$ cat src/verilog/ata_card_host_pkg.sv
// Constants, types and timing for the card task-file host port
package ata_card_host_pkg;

    // Clock period and strobe timing in nanoseconds
    localparam int CLK_PERIOD_NS = 50;
    localparam int SETUP_NS = 70;
    localparam int PULSE_NS = 165;
    localparam int HOLD_NS = 30;

    // Least times round up to whole cycles
    localparam int SETUP_CYC = (SETUP_NS + CLK_PERIOD_NS - 1) / CLK_PERIOD_NS;
    localparam int PULSE_CYC = (PULSE_NS + CLK_PERIOD_NS - 1) / CLK_PERIOD_NS;
    localparam int HOLD_CYC = (HOLD_NS + CLK_PERIOD_NS - 1) / CLK_PERIOD_NS;

    // Phase counter loads cycles minus one and counts down to zero
    localparam int CNT_W = 4;
    localparam logic [CNT_W-1:0] CNT_ZERO = 4'h0;
    localparam logic [CNT_W-1:0] SETUP_LOAD = CNT_W'(SETUP_CYC - 1);
    localparam logic [CNT_W-1:0] PULSE_LOAD = CNT_W'(PULSE_CYC - 1);
    localparam logic [CNT_W-1:0] HOLD_LOAD = CNT_W'(HOLD_CYC - 1);

    // Bus widths and idle values
    localparam int DATA_W = 16;
    localparam int BYTE_W = 8;
    localparam int ADDR_W = 3;
    localparam logic [DATA_W-1:0] DATA_IDLE = 16'h0000;
    localparam logic [BYTE_W-1:0] BYTE_ZERO = 8'h00;
    localparam logic [ADDR_W-1:0] ADDR_IDLE = 3'h0;

    // Strobe phases, one-hot
    typedef enum logic [3:0] {
        ST_IDLE = 4'b0001,
        ST_SETUP = 4'b0010,
        ST_STROBE = 4'b0100,
        ST_HOLD = 4'b1000
    } state_t;

    // One access request from the controller core
    typedef struct packed {
        logic write;
        logic wide;
        logic cs_one;
        logic [ADDR_W-1:0] addr;
        logic [DATA_W-1:0] wdata;
    } cmd_t;

    // Synchronised card-side levels
    typedef struct packed {
        logic card_present;
        logic irq_pending;
        logic io_ready;
    } pin_status_t;

endpackage

$ cat src/verilog/ata_card_host_port.sv
// Host-side pin logic for a card or drive in task-file mode
`timescale 1ns/1ps
`default_nettype none

module ata_card_host_port
    import ata_card_host_pkg::*;
(
    input wire logic i_clock,
    input wire logic i_rst_n,
    input wire logic i_req,
    input wire cmd_t i_cmd,
    input wire logic i_card_reset,
    output logic o_busy,
    output logic o_ack,
    output logic [DATA_W-1:0] o_rdata,
    output pin_status_t o_status,
    output logic o_ata_chip_select_one_n,
    output logic o_task_file_select_n,
    output logic o_reg_addr_bit2,
    output logic o_reg_addr_bit1,
    output logic o_reg_addr_bit0,
    output logic o_io_read_strobe_n,
    output logic o_io_write_strobe_n,
    output logic o_card_hw_reset_n,
    output logic [BYTE_W-1:0] o_data_bus_high,
    output logic [BYTE_W-1:0] o_data_bus_low,
    output logic o_data_bus_oe,
    input wire logic [BYTE_W-1:0] i_data_bus_high,
    input wire logic [BYTE_W-1:0] i_data_bus_low,
    input wire logic i_card_irq_in,
    input wire logic i_io_ready_in,
    input wire logic i_card_detect_a_n,
    input wire logic i_card_detect_b_n
);

    // Two-stage synchronisers for every pin input
    logic [DATA_W-1:0] data_s1_r, data_s2_r;
    logic [3:0] lvl_s1_r, lvl_s2_r;
    logic irq_s2, ready_s2, cda_s2, cdb_s2;

    always_ff @(posedge i_clock or negedge i_rst_n) begin
        if (!i_rst_n) begin
            data_s1_r <= DATA_IDLE;
            data_s2_r <= DATA_IDLE;
            lvl_s1_r <= 4'hc;
            lvl_s2_r <= 4'hc;
        end else begin
            data_s1_r <= {i_data_bus_high, i_data_bus_low};
            data_s2_r <= data_s1_r;
            lvl_s1_r <= {i_card_detect_b_n, i_card_detect_a_n,
                         i_io_ready_in, i_card_irq_in};
            lvl_s2_r <= lvl_s1_r;
        end
    end

    assign irq_s2 = lvl_s2_r[0];
    assign ready_s2 = lvl_s2_r[1];
    assign cda_s2 = lvl_s2_r[2];
    assign cdb_s2 = lvl_s2_r[3];

    // Status: irq high is pending, both detects low is a seated card
    pin_status_t status_r, status_nxt;
    logic hw_reset_n_r, hw_reset_n_nxt;

    always_comb begin
        status_nxt.irq_pending = irq_s2;
        status_nxt.io_ready = ready_s2;
        status_nxt.card_present = !cda_s2 && !cdb_s2;
        hw_reset_n_nxt = !i_card_reset;
    end

    // Card held in reset while our own reset is asserted
    always_ff @(posedge i_clock or negedge i_rst_n) begin
        if (!i_rst_n) begin
            status_r <= '0;
            hw_reset_n_r <= 1'b0;
        end else begin
            status_r <= status_nxt;
            hw_reset_n_r <= hw_reset_n_nxt;
        end
    end

    // Access sequencer state
    state_t state_r, state_nxt;
    logic [CNT_W-1:0] cnt_r, cnt_nxt;
    cmd_t cmd_r, cmd_nxt;
    logic [DATA_W-1:0] rdata_r, rdata_nxt;
    logic ack_r, ack_nxt;
    logic busy_r, busy_nxt;
    logic cs1_n_r, cs1_n_nxt, tf_n_r, tf_n_nxt;
    logic [ADDR_W-1:0] addr_r, addr_nxt;
    logic rd_n_r, rd_n_nxt, wr_n_r, wr_n_nxt;
    logic oe_r, oe_nxt;
    logic [DATA_W-1:0] dout_r, dout_nxt;
    logic active;

    // Phases: setup, strobe (stretched while not ready), hold
    always_comb begin
        state_nxt = state_r;
        cnt_nxt = cnt_r;
        cmd_nxt = cmd_r;
        rdata_nxt = rdata_r;
        ack_nxt = 1'b0;
        case (state_r)
            ST_IDLE: begin
                if (i_req) begin
                    cmd_nxt = i_cmd;
                    cnt_nxt = SETUP_LOAD;
                    state_nxt = ST_SETUP;
                end
            end
            ST_SETUP: begin
                if (cnt_r == CNT_ZERO) begin
                    cnt_nxt = PULSE_LOAD;
                    state_nxt = ST_STROBE;
                end else begin
                    cnt_nxt = cnt_r - 4'h1;
                end
            end
            ST_STROBE: begin
                if (cnt_r != CNT_ZERO) begin
                    cnt_nxt = cnt_r - 4'h1;
                end else if (ready_s2) begin
                    // Sampled data is two cycles old, still inside pulse
                    if (cmd_r.wide) begin
                        rdata_nxt = data_s2_r;
                    end else begin
                        rdata_nxt = {BYTE_ZERO, data_s2_r[BYTE_W-1:0]};
                    end
                    cnt_nxt = HOLD_LOAD;
                    state_nxt = ST_HOLD;
                end
            end
            ST_HOLD: begin
                if (cnt_r == CNT_ZERO) begin
                    ack_nxt = 1'b1;
                    state_nxt = ST_IDLE;
                end else begin
                    cnt_nxt = cnt_r - 4'h1;
                end
            end
            default: begin
                state_nxt = ST_IDLE;
            end
        endcase
    end

    // Pin levels follow the next phase so every pin is a flip-flop
    always_comb begin
        active = (state_nxt != ST_IDLE);
        busy_nxt = active;
        cs1_n_nxt = !(active && cmd_nxt.cs_one);
        tf_n_nxt = !(active && !cmd_nxt.cs_one);
        addr_nxt = active ? cmd_nxt.addr : ADDR_IDLE;
        rd_n_nxt = !(state_nxt == ST_STROBE && !cmd_nxt.write);
        wr_n_nxt = !(state_nxt == ST_STROBE && cmd_nxt.write);
        oe_nxt = active && cmd_nxt.write;
        if (!oe_nxt) begin
            dout_nxt = DATA_IDLE;
        end else if (cmd_nxt.wide) begin
            dout_nxt = cmd_nxt.wdata;
        end else begin
            dout_nxt = {BYTE_ZERO, cmd_nxt.wdata[BYTE_W-1:0]};
        end
    end

    // Register the sequencer and all pins but the card reset
    always_ff @(posedge i_clock or negedge i_rst_n) begin
        if (!i_rst_n) begin
            state_r <= ST_IDLE;
            cnt_r <= CNT_ZERO;
            cmd_r <= '0;
            rdata_r <= DATA_IDLE;
            ack_r <= 1'b0;
            busy_r <= 1'b0;
            cs1_n_r <= 1'b1;
            tf_n_r <= 1'b1;
            addr_r <= ADDR_IDLE;
            rd_n_r <= 1'b1;
            wr_n_r <= 1'b1;
            oe_r <= 1'b0;
            dout_r <= DATA_IDLE;
        end else begin
            state_r <= state_nxt;
            cnt_r <= cnt_nxt;
            cmd_r <= cmd_nxt;
            rdata_r <= rdata_nxt;
            ack_r <= ack_nxt;
            busy_r <= busy_nxt;
            cs1_n_r <= cs1_n_nxt;
            tf_n_r <= tf_n_nxt;
            addr_r <= addr_nxt;
            rd_n_r <= rd_n_nxt;
            wr_n_r <= wr_n_nxt;
            oe_r <= oe_nxt;
            dout_r <= dout_nxt;
        end
    end

    assign o_busy = busy_r;
    assign o_ack = ack_r;
    assign o_rdata = rdata_r;
    assign o_status = status_r;
    assign o_ata_chip_select_one_n = cs1_n_r;
    assign o_task_file_select_n = tf_n_r;
    assign o_reg_addr_bit2 = addr_r[2];
    assign o_reg_addr_bit1 = addr_r[1];
    assign o_reg_addr_bit0 = addr_r[0];
    assign o_io_read_strobe_n = rd_n_r;
    assign o_io_write_strobe_n = wr_n_r;
    assign o_card_hw_reset_n = hw_reset_n_r;
    assign o_data_bus_high = dout_r[DATA_W-1:BYTE_W];
    assign o_data_bus_low = dout_r[BYTE_W-1:0];
    assign o_data_bus_oe = oe_r;
endmodule

`default_nettype wire

$ cat config.mk
export PLATFORM = sky130hd
export DESIGN_NAME = ata_card_host_port
export DESIGN_NICKNAME = d
export VERILOG_FILES = /design/src/verilog/ata_card_host_pkg.sv /design/src/verilog/ata_card_host_port.sv
export SDC_FILE = /design/constraint.sdc
export NUM_CORES = 1
export LEC_CHECK = 0
export BUFFER_PORTS_ARGS = -buffer_cell sky130_fd_sc_hd__buf_2
export CORE_MARGIN = 1
export CORE_UTILIZATION = 53
export CTS_CLUSTER_SIZE = 25
export DETAILED_ROUTE_END_ITERATION = 10
export GPL_ROUTABILITY_DRIVEN = 0
export PLACE_DENSITY = 0.84
export SKIP_CTS_REPAIR_TIMING = 1
export SLEW_MARGIN = 5
export SYNTH_ARGS = -nofsm -noshare
export SYNTH_HDL_FRONTEND = slang
export SYNTH_SLANG_ARGS = --single-unit
$ cat constraint.sdc
create_clock -name i_clock -period 2.4 [get_ports i_clock]
set_input_delay 0.12 -clock i_clock [delete_from_list [all_inputs] [get_ports i_clock]]
set_output_delay 0.12 -clock i_clock [all_outputs]
set_load 0.02 [all_outputs]
==> results.sh <==
export IMPL_async_reset_ff_frac=1.00
export IMPL_tightest_slew_ns=0.511
export IMPL_tns_ns=0
export IMPL_synth_edf_count=0
export IMPL_netlist_instances=268
export IMPL_relSlewSlack=0.660
export IMPL_drc=0
export IMPL_cellLeakagePower_nw=2.74
export IMPL_die_width_um=88.7
export IMPL_io_buffers=91
export IMPL_intPower_mw=4.65
export IMPL_via_count=2624
export IMPL_pwr_share_seq=0.391
export IMPL_start_util=0.549
export IMPL_cts_root_buf="clkbuf_8"
export IMPL_fp_dieArea_um2=7860
export IMPL_h_tree_depth=4
export IMPL_yosys_warnings=0
export IMPL_synthFlopType="dfrtp_1"
export IMPL_synth_largest_area_cell="dfrtp_1"
export IMPL_fin_skew_ns=0.00734
export IMPL_grt_max_degree=43
export IMPL_slew_viol_final=0
export IMPL_synthesis_area_um2=3980
export IMPL_cp_required_ns=2.82
export IMPL_diodes=0
export IMPL_clock_path_buffers=2
export IMPL_drv_cap=0
export IMPL_synth_cell_types=39
export IMPL_rsz0062_at_grt="false"
export IMPL_layout_drive_gt1_share=0.418
export IMPL_synth_seq_cells=116
export IMPL_finalSetupViolations=0
export IMPL_rows=31
export IMPL_viasPerCell=4.95
export IMPL_critPathCaptureType="flip-flop"
export IMPL_crit_fanout=15
export IMPL_arrival_ns=2.46
export IMPL_peakVddDrop_mv=0.888
export IMPL_min_period_ns=2.04
export IMPL_wirelength_mm=8.32
export IMPL_antenna_found_initial=0
export IMPL_grt_use_total=0.208
export IMPL_switching_share=0.297
export IMPL_holdCritPathClass="input pin to flip-flop"
export IMPL_die_h_um=88.7
export IMPL_ant_nets=0
export IMPL_critPathLaunchType="flip-flop"
export IMPL_final_nets=466
export IMPL_overflow=0
export IMPL_yosysTopAreaCellShare=0.673
export IMPL_clock_latency_ns=0.50
export IMPL_grt_pass1_wl_mm=11.7
export IMPL_area_delta_synth_final_pct=40.5
export IMPL_cts_tree="yes"
export IMPL_p_comb_frac=0.218
export IMPL_synthesis_nets=316
export IMPL_wl_per_cell_um=15.7
export IMPL_synth_area_top_cells="dfrtp_1 67%, mux2_2 8.5%, dfstp_2 5.9%"
export IMPL_p_per_area_nw_per_um2=1180
export IMPL_cts_sinks=116
export IMPL_path_class="flip-flop to flip-flop"
export IMPL_netSwitchingPower_mw=1.96
export IMPL_final_hold_viol_count=0
export IMPL_drtPass1Iterations=4
export IMPL_drt_iter0_markers=63
export IMPL_hpwlAfterDp_mm=4.94
export IMPL_period_share=0.851
export IMPL_core_area_um2=7250
export IMPL_status="finished clean"
export IMPL_fill_cells=426
export IMPL_synth_seq_area_share=0.732
export IMPL_numCtsBuffers=17
export IMPL_placedCellCount=456
export IMPL_fmax_mhz=490
export IMPL_grt_pass1_vias=2526
export IMPL_fin_cells=530
export IMPL_syn_area_per_cell_um2=14.9
export IMPL_path_clk_slew_ns=0.06
export IMPL_io_pins=92
export IMPL_whs_ns=0.0454
export IMPL_clkPwrFrac=0.391
-- cell usage after synthesis, types with 4 or more instances --
cell type    n
nand3_1      4
nor3b_1      8
inv_1        9
dfstp_2      9
mux2_2      30
nand2_1     24
nor2_1       7
dfrtp_1    107
o21ai_0     13
nor3_1       4
buf_4        4
and3_1       9
-- path summary, 6_finish.rpt --
| path | start | end | slack (ns) | cells past startpoint |
|---|---|---|---|---|
| hold reg to reg | data_s1_r[12]$_DFF_PN0_ | data_s2_r[12]$_DFF_PN0_ | 0.35 | 0 |
| min in group asynchronous | i_rst_n | dout_r[3]$_DFF_PN0_ | 0.17 | 2 |
| setup reg to reg | state_r[3]$_DFF_PN0_ | o_task_file_select_n$_DFF_PN1_ | 0.36 | 5 |
| hold / removal | i_cmd[21] | cmd_r[21]$_DFF_PN0_ | 0.05 | 2 |
| max in group asynchronous | i_rst_n | cmd_r[7]$_DFF_PN0_ | 1.52 | 3 |
| setup / recovery | state_r[3]$_DFF_PN0_ | o_task_file_select_n$_DFF_PN1_ | 0.36 | 5 |
-- power groups by stage --
stage                     clock (mW)  combinational (mW)  sequential (mW)
after floorplan                    0               0.832             2.69
after global placement             0                1.31             2.57
after detailed placement           0                1.35             2.60
after CTS                       2.62                1.38             2.57
after global routing            2.72                1.57             2.62
final                           2.59                1.44             2.58
-- metal layers --
layer / GRT usage / share of wire / up-vias / wire, µm
li1: - / - / 1206 / -
met1: 0.249 / 0.38 / 1328 / 3170
met2: 0.346 / 0.56 / 70 / 4680
met3: 0.0644 / 0.029 / 20 / 245
met4: 0.0968 / 0.027 / 0 / 221
met5: 0 / 0 / - / 0
-- metrics by stage --
step	cell area [µm²]	setup slack (ns)	power (mW)	utilization
global placement	4550	0.486	3.88	0.628
CTS	5170	0.381	6.57	0.713
global route	5590	0.227	6.91	0.771
finish	5590	0.358	6.61	0.771
floorplan	3980	0.649	3.52	-
detailed placement	4550	0.417	3.95	0.628
-- state kept, by name (all words and copies together), names as in the netlist --
signal	count
cmd_r	22
data_s1_r	16
data_s2_r	16
dout_r	16
o_rdata	16
cnt_r	4
lvl_s1_r	4
lvl_s2_r	4
state_r	4
addr_r	3
o_status	3
o_ack	1
o_ata_chip_select_one_n	1
o_busy	1
o_card_hw_reset_n	1
o_data_bus_oe	1
o_io_read_strobe_n	1
o_io_write_strobe_n	1
o_task_file_select_n	1
-- logic make-up (layout without fill, tap and decap cells) --
kind of cell	Yosys count	after routing	synth area share
AO/OA/AOI/OAI	24	24	0.0393
adder cells (fa/ha/maj)	2	2	0.00629
buffers and inverters	20	183	0.0273
multiplexers	31	31	0.0874
flip-flops	116	116	0.732
AND/OR/NAND/NOR	75	75	0.108
-- placed cells by master, fill, tap and decap left out, types with 2 or more instances in the layout --
cell type and count:
and3_1 9, nand3_1 4, ha_1 2, clkinv_4 3, clkbuf_8 2, nor3_1 4
inv_1 9, o21ai_0 13, dlygate4sd3_1 42, a21oi_1 3, clkbuf_16 16, nand2_1 24
o2bb2ai_1 2, dfstp_2 9, inv_8 3, mux2_2 30, inv_6 4, nor2_1 7
and2_1 3, nand2b_1 3, nor2b_1 2, nor3b_1 8, buf_4 10, bufinv_16 3
buf_2 90, dfrtp_1 107
-- cell type report --
class,instances,area [µm²],area share
clock buffer,18,428,0.0765
clock inverter,14,190,0.0340
inverter,9,33.8,0.00604
multi-input combinational,132,957,0.171
sequential,116,2910,0.521
tap,99,124,0.0221
timing repair buffer,142,946,0.169
-- critical path, stage by stage, from the launching register on --
cell and delay, ns:
dfrtp_1 0.59, and3b_1 0.25, nand2_1 0.25, buf_4 0.24, mux2_2 0.36, or2_2 0.27
No activity file was read; power rests on OpenSTA's default activity.
